==> src/core/dcc_defs.svh <==
`ifndef DCC_DEFS_SVH
`define DCC_DEFS_SVH

`define DCC_NUM_CMP        2
`define DCC_CTRL_W         8
`define DCC_MODE_W         2
`define DCC_HYP_LSB        2
`define DCC_HYN_LSB        0
`define DCC_HY_W           2
`define DCC_EN_BIT         7
`define DCC_OUT_BIT        6
`define DCC_RIF_BIT        5
`define DCC_FIF_BIT        4
`define DCC_CTRL_RST       8'h00
`define DCC_MODE_RST       2'h2
`define DCC_HY_RST         2'h0
`define DCC_SYNC_STAGES    3

`endif

==> src/core/dcc_pkg.sv <==
`include "dcc_defs.svh"

package dcc_pkg;
  typedef logic [`DCC_CTRL_W-1:0] dcc_ctrl_t;
  typedef logic [`DCC_MODE_W-1:0] dcc_mode_t;
  typedef logic [`DCC_HY_W-1:0]   dcc_hyst_t;
  typedef logic [`DCC_NUM_CMP-1:0] dcc_vec_t;
  // hysteresis codes: 0 disabled, 1 5 mV, 2 10 mV, 3 20 mV
  typedef enum logic [1:0] {
    DCC_HY_OFF  = 2'h0,
    DCC_HY_5MV  = 2'h1,
    DCC_HY_10MV = 2'h2,
    DCC_HY_20MV = 2'h3
  } dcc_hy_t;
endpackage : dcc_pkg

==> src/core/dcc_edge_if.sv <==
`timescale 1ns/1ns

interface dcc_edge_if;
  logic raw;
  logic level;
  logic rise;
  logic fall;
  modport det (input raw, output level, output rise, output fall);
  modport use_side (output raw, input level, input rise, input fall);
endinterface : dcc_edge_if

==> src/core/dcc_edge_det.sv <==
`timescale 1ns/1ns
`include "dcc_defs.svh"

module dcc_edge_det (
  input  wire logic  ref_clk,
  input  wire logic  rstn,
  dcc_edge_if.det    e
);
  import dcc_pkg::*;

  logic [`DCC_SYNC_STAGES-1:0] sync;
  logic                        level;

  always_ff @(posedge ref_clk or negedge rstn) begin
    if (!rstn) begin
      sync <= '0;
    end else begin
      sync <= {sync[`DCC_SYNC_STAGES-2:0], e.raw};
    end
  end

  // change accepted once stages two and three agree
  always_ff @(posedge ref_clk or negedge rstn) begin
    if (!rstn) begin
      level <= 1'b0;
    end else if (sync[1] == sync[2]) begin
      level <= sync[2];
    end
  end

  always_ff @(posedge ref_clk or negedge rstn) begin
    if (!rstn) begin
      e.rise <= 1'b0;
      e.fall <= 1'b0;
    end else begin
      e.rise <= (sync[1] == sync[2]) && sync[2] && !level;
      e.fall <= (sync[1] == sync[2]) && !sync[2] && level;
    end
  end

  assign e.level = level;
endmodule : dcc_edge_det

==> src/core/dcc_top.sv <==
// Functional notes
// - two independent comparators, each with its own control register
// - output readable, usable as interrupt source, and routable to a pin
// - pin output selectable synchronous or asynchronous; async needs no clock
// - disabled comparator drives its pin output low
// - writable response time per comparator; longer means lower current
// - hysteresis fields sit in control bits 3 down to 0
// - negative hysteresis: 20, 10, 5 mV or off
// - positive hysteresis coded likewise, independent of negative
// - interrupt request on rising and on falling edges
// - falling edge sets the falling flag
// - rising edge sets the rising flag independently
// - flags stay set until software writes zero
// - read-only state bit shows present output level
// - enable bit: one turns on, zero turns off
// - spurious edges possible after enable or mode change
`timescale 1ns/1ns
`include "dcc_defs.svh"

module dcc_top (
  input  wire logic             ref_clk,
  input  wire logic             rstn,
  input  wire dcc_pkg::dcc_vec_t cmp_raw,
  input  wire dcc_pkg::dcc_vec_t ctrl_wr,
  input  wire dcc_pkg::dcc_ctrl_t ctrl_wdata,
  input  wire dcc_pkg::dcc_vec_t mode_wr,
  input  wire dcc_pkg::dcc_mode_t mode_wdata,
  input  wire dcc_pkg::dcc_vec_t pin_async_sel,
  output logic [2*`DCC_CTRL_W-1:0] ctrl_rdata,
  output logic [2*`DCC_MODE_W-1:0] mode_rdata,
  output dcc_pkg::dcc_vec_t      analog_enable,
  output logic [2*`DCC_HY_W-1:0] hyn_sel,
  output logic [2*`DCC_HY_W-1:0] hyp_sel,
  output logic [2*`DCC_MODE_W-1:0] response_sel,
  output dcc_pkg::dcc_vec_t      rise_irq,
  output dcc_pkg::dcc_vec_t      fall_irq,
  output dcc_pkg::dcc_vec_t      cmp_pin
);
  import dcc_pkg::*;

  dcc_vec_t  enable;
  dcc_vec_t  rise_flag;
  dcc_vec_t  fall_flag;
  dcc_vec_t  sync_pin;
  dcc_vec_t  level;
  dcc_vec_t  rise_p;
  dcc_vec_t  fall_p;
  dcc_hyst_t hyn    [`DCC_NUM_CMP];
  dcc_hyst_t hyp    [`DCC_NUM_CMP];
  dcc_mode_t mode   [`DCC_NUM_CMP];

  genvar n;
  generate
    for (n = 0; n < `DCC_NUM_CMP; n++) begin : g_cmp
      dcc_edge_if eif ();
      assign eif.raw = cmp_raw[n];

      dcc_edge_det u_det (
        .ref_clk (ref_clk),
        .rstn    (rstn),
        .e       (eif)
      );
      assign level[n]  = eif.level;
      assign rise_p[n] = eif.rise & enable[n];
      assign fall_p[n] = eif.fall & enable[n];

      always_ff @(posedge ref_clk or negedge rstn) begin
        if (!rstn) begin
          enable[n] <= 1'b0;
        end else if (ctrl_wr[n]) begin
          enable[n] <= ctrl_wdata[`DCC_EN_BIT];
        end
      end

      always_ff @(posedge ref_clk or negedge rstn) begin
        if (!rstn) begin
          hyn[n] <= `DCC_HY_RST;
          hyp[n] <= `DCC_HY_RST;
        end else if (ctrl_wr[n]) begin
          hyn[n] <= ctrl_wdata[`DCC_HYN_LSB +: `DCC_HY_W];
          hyp[n] <= ctrl_wdata[`DCC_HYP_LSB +: `DCC_HY_W];
        end
      end

      always_ff @(posedge ref_clk or negedge rstn) begin
        if (!rstn) begin
          mode[n] <= `DCC_MODE_RST;
        end else if (mode_wr[n]) begin
          mode[n] <= mode_wdata;
        end
      end

      always_ff @(posedge ref_clk or negedge rstn) begin
        if (!rstn) begin
          fall_flag[n] <= 1'b0;
        end else if (fall_p[n]) begin
          fall_flag[n] <= 1'b1;
        end else if (ctrl_wr[n] && !ctrl_wdata[`DCC_FIF_BIT]) begin
          fall_flag[n] <= 1'b0;
        end
      end

      always_ff @(posedge ref_clk or negedge rstn) begin
        if (!rstn) begin
          rise_flag[n] <= 1'b0;
        end else if (rise_p[n]) begin
          rise_flag[n] <= 1'b1;
        end else if (ctrl_wr[n] && !ctrl_wdata[`DCC_RIF_BIT]) begin
          rise_flag[n] <= 1'b0;
        end
      end

      // registered pin copy for the synchronous route
      always_ff @(posedge ref_clk or negedge rstn) begin
        if (!rstn) begin
          sync_pin[n] <= 1'b0;
        end else begin
          sync_pin[n] <= level[n] & enable[n];
        end
      end

      // async path bypasses clock, valid when stopped
      assign cmp_pin[n] = pin_async_sel[n] ? (cmp_raw[n] & enable[n]) : sync_pin[n];

      assign ctrl_rdata[n*`DCC_CTRL_W +: `DCC_CTRL_W] =
        {enable[n], level[n] & enable[n], rise_flag[n], fall_flag[n], hyp[n], hyn[n]};
      assign mode_rdata[n*`DCC_MODE_W +: `DCC_MODE_W]     = mode[n];
      assign hyn_sel[n*`DCC_HY_W +: `DCC_HY_W]            = hyn[n];
      assign hyp_sel[n*`DCC_HY_W +: `DCC_HY_W]            = hyp[n];
      assign response_sel[n*`DCC_MODE_W +: `DCC_MODE_W]   = mode[n];
    end
  endgenerate

  assign rise_irq = rise_flag;
  assign fall_irq = fall_flag;

  assign analog_enable = enable;
endmodule : dcc_top

==> config.mk <==
export PLATFORM = sky130hd
export DESIGN_NAME = dcc_top
export DESIGN_NICKNAME = d
export VERILOG_FILES = /design/src/core/dcc_pkg.sv /design/src/core/dcc_edge_if.sv /design/src/core/dcc_edge_det.sv /design/src/core/dcc_top.sv
export VERILOG_INCLUDE_DIRS = /design/src /design/src/core
export SDC_FILE = /design/constraint.sdc
export NUM_CORES = 1
export LEC_CHECK = 0
export BUFFER_PORTS_ARGS = -buffer_cell sky130_fd_sc_hd__clkbuf_2
export CAP_MARGIN = 20
export CORE_MARGIN = 8
export CORE_UTILIZATION = 40
export DETAILED_ROUTE_END_ITERATION = 8
export PLACE_DENSITY_LB_ADDON = 0.05
export SLEW_MARGIN = 30
export SYNTH_ARGS = -nofsm -noshare
export SYNTH_HDL_FRONTEND = slang
export SYNTH_SLANG_ARGS = --single-unit
==> constraint.sdc <==
create_clock -name ref_clk -period 1.65 [get_ports ref_clk]
set_input_delay 0 -clock ref_clk [delete_from_list [all_inputs] [get_ports ref_clk]]
set_output_delay 0 -clock ref_clk [all_outputs]
set_load 0.01 [all_outputs]
==> metrics.csv, run 1 <==
stage,metric,value,unit
status,outcome,"complete, no violations",
sta,holdWs,0.125,ns
clocking,worstSkewPairLatency,0.32,ns
floorplanning,rows,21,
pwr,p_per_area,969,nW/um2
floorplanning,die_y,74.4,um
pwr,p_leak,0.936,nW
cells_and_area,final_core_util,0.533,
synth,synth-xor-area-share,0,
clocking,post-cts-setup-buffers,0,
setup_path,worstPathRequired,1.86,ns
route,topRoutingLayerUsed,met4,
synth,synthAdderAreaFrac,0.0367,
floorplanning,initial_utilization,0.412,
synth,yosys.area_share.simple,0.0587,
cells_and_area,nNetsFinal,182,
sta,worstMarginPinSlew,0.761,ns
sta,fin_crit_sh,0.793,
sta,clock_skew,0.00439,ns
route,drtIter0Drc,23,
floorplanning,ios,60,
floorplanning,dieWidth,74.4,um
place,dp.cells,182,
route,ant_nets,0,
synth,synthesis.nets,122,
clocking,cts_root_buf,clkbuf_4,
run,max_cap_violations,0,
route,drc,0,
sta,setup_viol,0,
setup_path,cp_max_fo,3,
place,numPortBuffers,58,
synth,synth-compound-area-share,0.0404,
grt,gr-total-overflow,0,
synth,synth-seq-cells,32,
synth,synth_warnings,0,
setup_path,crit_type,register to register,
sta,rsz0062_at_grt,no,
synth,synthCells,98,
floorplanning,fp.dieArea,5530,um2
cells_and_area,drive_above_1_share,0.503,
cells_and_area,final_cell_mix,"clkbuf_2 (58), dfrtp_1 (30), dlygate4sd3_1 (15), mux2_4 (10), inv_1 (6)",
setup_path,r2r_cells,2,
route,wl_met1,1.16,mm
worst_hold_path,holdCritPathClass,input port to register,
cells_and_area,finalNonFillerCells,205,
route,via_count,877,
cells_and_area,final_common_cell,clkbuf_2,
grt,grt_max_degree,33,
clocking,clock-sinks,32,
grt,antenna_found_initial,0,
synth,synth_top_family_by_area,multiplexers,
setup_path,ff2ff_setup_slack,0.34,ns
setup_path,worstSetupStartpoint,mode_rdata[0],
setup_path,arrival,1.51,ns
clocking,path_clk_slew,0.09,ns
sta,hold_viol,0,
setup_path,rr_startpoint,mode_rdata[0],
grt,grt_pass1_wl,4.27,mm
floorplanning,coreArea,3310,um2
sta,slew_headroom,0.493,
grt,grt_pass1_vias,972,
route,vias_per_cell,4.28,
place,finalWeightedCongestion,0.668,
cells_and_area,num_antenna_cells,0,
setup_path,startpoint_type,register,
synth,synthesis.area,1360,um2
clocking,cts_buffer_depth,2,
route,wl_met2,1.12,mm
synth,synth.distinct_cells,15,
pwr,vdd_drop_max,0.000459,V
synth,syn_avg_cell_area,13.9,um2
sta,slew_violations,0,
place,hpwl,1.95,mm
grt,grt_usage,0.102,
route,dr.pass1.iters,2,
sta,fin_crit,1.31,ns
synth,ys_seq_area_frac,0.589,
clocking,cts.htree.levels,2,
sta,tns,0,ns
clocking,cts_tree,yes,
route,wl_met3,299,um
route,wl,2.61,mm
setup_path,endpoint_kind,register,
setup_path,rr_endpoint,mode_rdata[0],
clocking,cts_buffers,5,
synth,synthMuxAreaShare,0.143,
route,wire_per_inst,12.7,um
cells_and_area,area_growth_syn_to_layout,29.3,%
sta,fmax,765,MHz
setup_path,endpoint,mode_rdata[0],
cell usage after synthesis, drive strengths merged:
| library cell | instances | share of area |
|---|---|---|
| o21ai | 4 | 0.015 |
| nand2 | 2 | 0.0055 |
| nor2b | 2 | 0.0092 |
| dfrtp | 30 | 0.55 |
| nand2b | 4 | 0.018 |
| a22o | 4 | 0.026 |
| inv | 6 | 0.017 |
| buf | 20 | 0.12 |
| mux2 | 14 | 0.14 |
| dfstp | 2 | 0.039 |
| ha | 4 | 0.037 |
| nand3 | 2 | 0.0073 |
| and2 | 4 | 0.018 |
stage by stage:
stage | power (W) | worst slack (ns) | cell area (um2)
finish | 0.00171 | 0.342 | 1760
global placement | 0.00125 | 0.715 | 1550
detailed placement | 0.00126 | 0.686 | 1550
CTS | 0.00175 | 0.339 | 1760
floorplan | 0.00115 | 0.743 | 1360
global route | 0.00182 | 0.303 | 1760
worst max-delay path, cell delays in order (launching register included):
cell and delay (ns):
dfrtp_1 0.39, mux2_2 0.26, dlygate4sd3_1 0.55
worst min path at each step:
| stage | from | endpoint | slack, ns | cells after the start |
|---|---|---|---|---|
| after floorplan | rstn | analog_enable[0] | -0.30 | 0 |
| after global placement | rstn | mode_rdata[2] | 0.11 | 1 |
| after detailed placement | rstn | mode_rdata[0] | 0.12 | 1 |
| after CTS | ctrl_wr[1] | ctrl_rdata[13] | 0.11 | 3 |
| after global routing | ctrl_wr[0] | analog_enable[0] | 0.12 | 2 |
| final | ctrl_wr[1] | ctrl_rdata[13] | 0.12 | 3 |
final cells by class:
type,instances,area (um2)
multi-input cells,40,380
clock buffers,8,58.8
flip-flops and latches,32,803
fillers,312,1550
repair buffers,73,440
well taps,46,57.6
inverters,6,22.5
report_power, final:
group | switching [W] | internal, W | total, W
Clock | 0.000235 | 0.000210 | 0.000445
Combinational | 0.000163 | 0.000182 | 0.000345
Sequential | 0.0000561 | 0.000863 | 0.000919
Total | 0.000454 | 0.00125 | 0.00171
kinds of logic (layout without fill, tap and decap cells):
family	count (synthesis)	in the layout
flip-flops	32	32
buffers and inverters	26	87
multiplexers	14	14
AND/OR/NAND/NOR	14	14
AO/OA/AOI/OAI	8	8
adder cells (fa/ha/maj)	4	4
sequential cells by signal, indices dropped and copies added (netlist names):
signal               count
ctrl_rdata              12
g_cmp.u_det.sync         6
mode_rdata               4
analog_enable            2
g_cmp.u_det.e.fall       2
g_cmp.u_det.e.level      2
g_cmp.u_det.e.rise       2
sync_pin                 2
repair_timing:
action / 4_1_cts / 5_1_grt
hold buffers: 15 / 0
endpoints found under the hold margin: 49 / 0
gates resized for setup: 0 / 0
metal layers:
metal,global-route usage,vias to the layer above
met3,0.0377,7
li1,-,425
met4,0.0587,0
met2,0.150,45
met5,0,-
met1,0.123,400
No activity file was read; power rests on OpenSTA's default activity.
==> run 2: changes to the inputs <==
Settings changed: ABC_AREA from default to 1.
Clock period 1.65 ns to 1.3 ns, I/O delays scaled along.
==> run 2 against run 1 <==
Compared with the run above: routed wire length increased by 11%; total power is 24% higher; die area decreased by 0.28%; combinational power is 12% higher; register-to-register slack worse by 0.03 ns; highest routed layer unchanged; hold slack worse by 0.10 ns; clock skew grew 0.0014 ns.
==> metrics.csv, run 2 <==
stage,metric,value,unit,change
clocking,cts_buffers,5,,unchanged
synth,yosys.area.top_type,dfrtp_1,,
synth,synth_top_flop_cell,dfrtp_1,,
route,via_count,1023,,+17%
synth,synth.distinct_cells,11,,-4
clocking,cts_tree,yes,,
sta,setup_ws,0.142,ns,-0.201 ns
clocking,cts_root_buf,clkbuf_4,,
setup_path,crit_type,register to output pin,,
floorplanning,ios,60,,unchanged
pwr,p_comb_frac,0.182,,-0.020
pwr,power_frac_seq,0.546,,+0.008
pwr,intPower,0.00153,W,+22%
sta,fin_crit_sh,0.891,,
floorplanning,initial_utilization,0.410,,-0.00151
cells_and_area,final_core_util,0.533,,unchanged
sta,fin_crit,1.16,ns,
clocking,path_clk_slew,0.09,ns,about the same
floorplanning,coreArea,3310,um2,unchanged
route,vias_per_cell,4.09,,-4.3%
setup_path,worstPathRequired,1.30,ns,-0.56 ns
pwr,p_per_area,1200,nW/um2,+24%
pwr,power.total,0.00212,W,+24%
floorplanning,fp.dieArea,5520,um2,-0.28%
place,place_area,1560,um2,+0.64%
pwr,power_switching,0.000591,W,+30%
synth,synthesis.area,1360,um2,-0.37%
grt,grt_pass1_wl,4.64,mm,+8.7%
worst_hold_path,holdCritPathClass,input port to register,,
place,place_ws,0.324,ns,-0.362 ns
clocking,post_cts_resized,0,,unchanged
grt,grt_usage,0.112,,+0.0105
grt,gr-total-overflow,0,,unchanged
synth,synth_commonest_cells,"nand2_1 (36), dfrtp_1 (30), inv_1 (28), buf_4 (18), o21ai_1 (10)",,
synth,async_reset_ff_frac,1.00,,unchanged
synth,synth_most_common_cell,nand2_1,,
cells_and_area,drive_above_1_share,0.333,,-0.170
route,drc,0,,unchanged
clocking,clock-sinks,32,,unchanged
synth,synth-edff-count,0,,unchanged
setup_path,r2r_cells,4,,+2
cells_and_area,area_growth_syn_to_layout,29.7,%,
cells_and_area,final_common_cell,clkbuf_2,,
pwr,vdd_drop_max,0.000534,V,+16%
place,numPortBuffers,58,,unchanged
route,ant_nets,0,,unchanged
grt,antenna_found_initial,0,,unchanged
synth,synth_warnings,0,,unchanged
place,hpwl,2.18,mm,+11%
sta,setup_viol,0,,unchanged
synth,ys_seq_area_frac,0.591,,+0.00217
run,max_cap_violations,0,,unchanged
grt,grt_max_degree,22,,-33%
worst_hold_path,holdPathEnd,ctrl_rdata[8],,
clocking,cts.htree.levels,2,,unchanged
setup_path,rr_endpoint,g_cmp[1].u_det.e.level,,
pwr,power.share.clock,0.272,,+0.012
sta,clock_skew,0.00579,ns,+0.00140 ns
clocking,cts_buffer_depth,2,,unchanged
sta,slew_headroom,0.657,,+0.164
clocking,cts_hold_buf,14,,-1
setup_path,ff2ff_setup_slack,0.31,ns,-0.03 ns
synth,syn_avg_cell_area,9.57,um2,-31%
sta,slew_violations,0,,unchanged
route,wire_per_inst,11.6,um,-8.7%
cells_and_area,num_antenna_cells,0,,unchanged
setup_path,cp_max_fo,7,,+4
cells_and_area,nNetsFinal,227,,+25%
cells_and_area,postLayoutCellArea,1760,um2,unchanged
sta,rsz0062_at_grt,no,,
synth,synth-seq-cells,32,,unchanged
floorplanning,die_y,74.3,um,-0.14%
cells_and_area,largest_reg_flops,12,,unchanged
worst_hold_path,holdCritStartpoint,ctrl_wr[1],,
setup_path,rr_startpoint,g_cmp[1].u_det.sync[1],,
sta,hold_viol,0,,unchanged
floorplanning,rows,21,,unchanged
cells_and_area,final_cell_mix,"clkbuf_2 (58), nand2_1 (36), dfrtp_1 (30), inv_1 (28), dlygate4sd3_1 (14)",,
setup_path,startpoint_type,register,,
grt,grt_pass1_vias,1034,,+6.4%
setup_path,arrival,1.16,ns,-0.35 ns
clocking,worstSkewPairLatency,0.32,ns,about the same
synth,synthCells,142,,+45%
sta,tns,0,ns,unchanged
pwr,p_leak,1.02,nW,+9.5%
setup_path,endpoint_kind,output pin,,
status,outcome,"complete, no violations",,
worst_hold_path,hold_depth,2,,-1
floorplanning,dieWidth,74.3,um,-0.14%
synth,synth_area_leaders,"dfrtp_1 (55%), buf_4 (9.9%), nand2_1 (9.9%)",,
route,dr.pass1.iters,4,,+2
place,finalWeightedCongestion,0.717,,+7.3%
route,drtIter0Drc,47,,+100%
cells_and_area,fillers,316,,+1.3%
clocking,post-cts-setup-buffers,0,,unchanged
pwr,swShare,0.279,,+0.0134
synth,synth.top_cell.area_share,0.552,,+0.00203
route,wl,2.91,mm,+11%
sta,fmax,863,MHz,
sta,worstMarginPinSlew,0.515,ns,-0.246 ns
synth,synthesis.nets,166,,+36%
run 2: changes by cell type after synthesis:
cell | previous run | this run
o21ai_0 | 4 | 8
nor2b_1 | 2 | 0
nand2_1 | 2 | 36
mux2_2 | 4 | 0
nor2_1 | 0 | 2
nand2b_1 | 4 | 0
inv_1 | 6 | 28
and2_1 | 4 | 0
a22o_1 | 4 | 0
mux2_4 | 10 | 0
o21ai_1 | 0 | 10
run 2: layout make-up:
cell class	instances	area, um2	share of cell area
clock buffers	8	58.8	0.0334
well taps	46	57.6	0.0326
flip-flops and latches	32	803	0.456
inverters	28	105	0.0596
multi-input cells	62	293	0.166
repair buffers	74	445	0.253
run 2: worst max path at each step:
stage	from	endpoint	slack [ns]	cells after the start
2_1_floorplan	g_cmp[0].u_det.sync[1]	g_cmp[0].u_det.e.level	0.39	4
3_3_place_gp	g_cmp[0].u_det.sync[1]	g_cmp[0].u_det.e.level	0.37	4
3_5_place_dp	g_cmp[0].u_det.sync[1]	g_cmp[0].u_det.e.level	0.32	4
4_1_cts	analog_enable[1]	cmp_pin[1]	0.11	3
5_1_grt	analog_enable[1]	cmp_pin[1]	0.06	3
6_report	analog_enable[1]	cmp_pin[1]	0.14	3
run 2: per-stage QoR:
step	instances	hold slack (ns)
floorplan	142	-0.296
global placement	228	-0.0000181
detailed placement	228	0.00709
CTS	250	0.00793
global route	250	0.0312
finish	250	0.0249
run 2: cell families after synthesis:
family,count (synthesis),synth area share
AOI/OAI and AO/OA,18,0.0663
adders and majority gates,4,0.0368
buffers and inverters,48,0.193
DFF,32,0.591
and+or+nand+nor,40,0.112
run 2: layer usage:
metal	share of wire	global-route usage	up-vias	routed length [um]
li1	-	-	528	-
met1	0.42	0.127	452	1220
met2	0.47	0.176	37	1370
met3	0.095	0.0391	6	277
met4	0.013	0.0717	0	39
met5	0	0	-	0
run 2: power groups by stage:
stage               registers [W]  clock network [W]  logic (W)
floorplan                 0.00119                  0   0.000212
global placement          0.00117                  0   0.000358
detailed placement        0.00118                  0   0.000364
finish                    0.00116           0.000576   0.000385
global route              0.00117           0.000661   0.000432
CTS                       0.00116           0.000621   0.000397
run 2: worst max-delay path, stage by stage (launching register included):
cell and delay [ns]:
dfrtp_1 0.50, nand3_1 0.10, o21ai_0 0.08, clkbuf_2 0.15
==> run 3: changes to the inputs <==
Settings changed: SYNTH_HIERARCHICAL from default to 1.
==> run 3 against run 2 <==
Compared with the run above: fmax barely moved; total power fell by 0.47%; critical path depth did not move; synthesized cell count rose by 2.8%; global-route usage fell by 0.46 points; flip-flop and latch count did not move; cell count rose by 1.6%; area after synthesis rose by 0.92%; worst setup slack improved by 0.00090 ns; die area rose by 0.71%; combinational power rose by 2%; sequential share of layout area fell by 0.32 points; critical endpoint is now cmp_pin[0]; largest power group unchanged.
==> metrics.csv, run 3 <==
stage,metric,value,unit,change
status,outcome,"complete, no violations",,
worst_hold_path,holdCritStartpoint,ctrl_wr[0],,
synth,yosys.area.top_type,dfrtp_1,,
pwr,power.total,0.00211,W,-0.47%
floorplanning,ios,60,,unchanged
cells_and_area,final_common_cell,clkbuf_2,,
place,numPortBuffers,58,,unchanged
floorplanning,die_y,74.6,um,+0.36%
floorplanning,dieWidth,74.6,um,+0.36%
synth,synth_most_common_cell,nand2_1,,
sta,worstMarginPinSlew,0.541,ns,+0.0256 ns
synth,synthCells,146,,+2.8%
cells_and_area,num_antenna_cells,0,,unchanged
setup_path,r2r_cells,5,,+1
cells_and_area,nNetsFinal,231,,+1.8%
sta,fin_crit,1.16,ns,-0.000904 ns
floorplanning,initial_utilization,0.414,,+0.00378
route,via_count,1043,,+2.0%
clocking,cts_tree,yes,,
pwr,vdd_drop_max,0.000621,V,+16%
synth,syn_avg_cell_area,9.39,um2,-1.8%
synth,synth_area_leaders,"dfrtp_1 (55%), nand2_1 (11%), buf_4 (9.9%)",,
setup_path,rr_startpoint,g_cmp[1].u_det/sync[1],,
synth,synth.distinct_cells,11,,unchanged
route,ant_nets,0,,unchanged
clocking,post_cts_resized,0,,unchanged
grt,antenna_found_initial,0,,unchanged
sta,slew_headroom,0.640,,-0.0171
run,max_cap_violations,0,,unchanged
grt,grt_max_degree,23,,+4.5%
pwr,power_frac_seq,0.548,,+0.002
sta,hold_viol,0,,unchanged
sta,tns,0,ns,unchanged
synth,ys_seq_area_frac,0.586,,-0.00539
synth,synthesis.area,1370,um2,+0.92%
setup_path,arrival,1.16,ns,about the same
grt,grt_pass1_wl,4.56,mm,-1.8%
setup_path,cp_max_fo,7,,unchanged
place,finalWeightedCongestion,0.686,,-4.3%
pwr,power.share.clock,0.266,,-0.006
cells_and_area,largest_reg_flops,12,,unchanged
synth,synthesis.nets,170,,+2.4%
pwr,intPower,0.00153,W,+0.12%
cells_and_area,final_cell_mix,"clkbuf_2 (58), nand2_1 (40), inv_1 (30), dfrtp_1 (30), dlygate4sd3_1 (14)",,
clocking,clock-sinks,32,,unchanged
sta,setup_ws,0.142,ns,+0.000904 ns
floorplanning,coreArea,3310,um2,unchanged
cells_and_area,area_growth_syn_to_layout,29.5,%,
sta,fmax,864,MHz,about the same
pwr,p_per_area,1190,nW/um2,-1.2%
sta,slew_violations,0,,unchanged
sta,holdWs,0.0202,ns,-0.00470 ns
sta,setup_viol,0,,unchanged
synth,synth.top_cell.area_share,0.547,,-0.00504
synth,synth_warnings,6,,+6
floorplanning,rows,21,,unchanged
sta,fin_crit_sh,0.890,,about the same
synth,async_reset_ff_frac,1.00,,unchanged
synth,synth_top_flop_cell,dfrtp_1,,
pwr,power_switching,0.000579,W,-2.0%
clocking,worstSkewPairLatency,0.31,ns,about the same
floorplanning,fp.dieArea,5560,um2,+0.71%
cells_and_area,fillers,337,,+6.6%
sta,clock_skew,0.00297,ns,-0.00282 ns
setup_path,rr_endpoint,g_cmp[1].u_det/e.level,,
worst_hold_path,holdPathEnd,ctrl_rdata[1],,
synth,synth-seq-cells,32,,unchanged
clocking,cts.htree.levels,2,,unchanged
clocking,cts_root_buf,clkbuf_4,,
place,place_ws,0.348,ns,+0.0240 ns
route,drtIter0Drc,27,,-43%
setup_path,endpoint_kind,output pin,,
grt,gr-total-overflow,0,,unchanged
grt,grt_usage,0.107,,-0.00461
place,hpwl,2.20,mm,+0.89%
route,wire_per_inst,11.3,um,-3.0%
route,drc,0,,unchanged
grt,grt_pass1_vias,1032,,-0.19%
setup_path,worstPathRequired,1.30,ns,about the same
worst_hold_path,hold_depth,2,,unchanged
cells_and_area,ff_latch_area,803,um2,unchanged
route,dr.pass1.iters,4,,unchanged
synth,synth_commonest_cells,"nand2_1 (40), dfrtp_1 (30), inv_1 (30), buf_4 (18), o21ai_1 (10)",,
worst_hold_path,holdCritPathClass,input port to register,,
setup_path,startpoint_type,register,,
pwr,swShare,0.275,,-0.00433
route,vias_per_cell,4.11,,+0.35%
clocking,path_clk_slew,0.09,ns,about the same
pwr,p_leak,1.05,nW,+2.1%
route,wl,2.87,mm,-1.4%
clocking,cts_buffers,5,,unchanged
setup_path,crit_type,register to output pin,,
cells_and_area,drive_above_1_share,0.327,,-0.00641
clocking,cts_buffer_depth,2,,unchanged
cells_and_area,multiInputGateArea,298,um2,+1.7%
pwr,p_comb_frac,0.185,,+0.003
synth,synth-edff-count,0,,unchanged
setup_path,ff2ff_setup_slack,0.33,ns,+0.02 ns
sta,rsz0062_at_grt,no,,
## run 3: changes by cell type after synthesis, sizes merged
cell	previous run	this run
nand2	36	40
inv	28	30
o21ai	18	16
## run 3: per-stage QoR
step,instance area (um2),util,std cells
floorplan,1370,-,146
global placement,1580,0.476,232
detailed placement,1580,0.476,232
CTS,1780,0.536,254
global route,1780,0.536,254
finish,1780,0.536,254
## run 3: kinds of logic after synthesis
family,after synthesis,share of synthesized area
buf+inv,50,0.197
simple gates,44,0.122
flops,32,0.586
compound gates,16,0.0584
fa+ha+maj,4,0.0365
## run 3: worst max-delay path, stage by stage (launching register included)
cell and delay, ns:
dfrtp_1 0.47, nand3_1 0.10, o21ai_0 0.10, clkbuf_2 0.17
## run 3: final cells by class
cell class | instances | share of cell area
Clock buffer | 8 | 0.0331
Inverter | 30 | 0.0634
Sequential cell | 32 | 0.452
Tap cell | 46 | 0.0324
Timing Repair Buffer | 74 | 0.251
Multi-Input combinational cell | 64 | 0.168
## run 3: layer usage
metal / vias to the layer above / wire length [um] / track usage
li1: 534 / - / -
met1: 468 / 1230 / 0.129
met2: 37 / 1350 / 0.167
met3: 4 / 258 / 0.0364
met4: 0 / 32 / 0.0522
met5: - / 0 / 0
## run 3: worst max-delay path by stage
| stage | from | to | slack, ns | cells past startpoint |
|---|---|---|---|---|
| after floorplan | g_cmp[0].u_det/sync[1] | g_cmp[0].u_det/e.level | 0.41 | 4 |
| after global placement | g_cmp[0].u_det/sync[1] | g_cmp[0].u_det/e.level | 0.40 | 4 |
| after detailed placement | g_cmp[1].u_det/sync[1] | g_cmp[1].u_det/e.level | 0.35 | 5 |
| after CTS | analog_enable[0] | cmp_pin[0] | 0.10 | 3 |
| after global routing | analog_enable[1] | cmp_pin[1] | 0.05 | 3 |
| final | analog_enable[0] | cmp_pin[0] | 0.14 | 3 |
## run 3: timing repair
item,4_1_cts,5_1_grt
hold endpoints to repair,38,0
setup endpoints to repair,0,0
buffers inserted,0,0
hold buffers,14,0
## run 3: power by group through the flow
stage / combinational (W) / clock, W / sequential [W]
after global routing: 0.000442 / 0.000627 / 0.00117
after detailed placement: 0.000368 / 0 / 0.00118
after CTS: 0.000402 / 0.000599 / 0.00116
after floorplan: 0.000216 / 0 / 0.00119
final: 0.000391 / 0.000561 / 0.00116
after global placement: 0.000363 / 0 / 0.00117
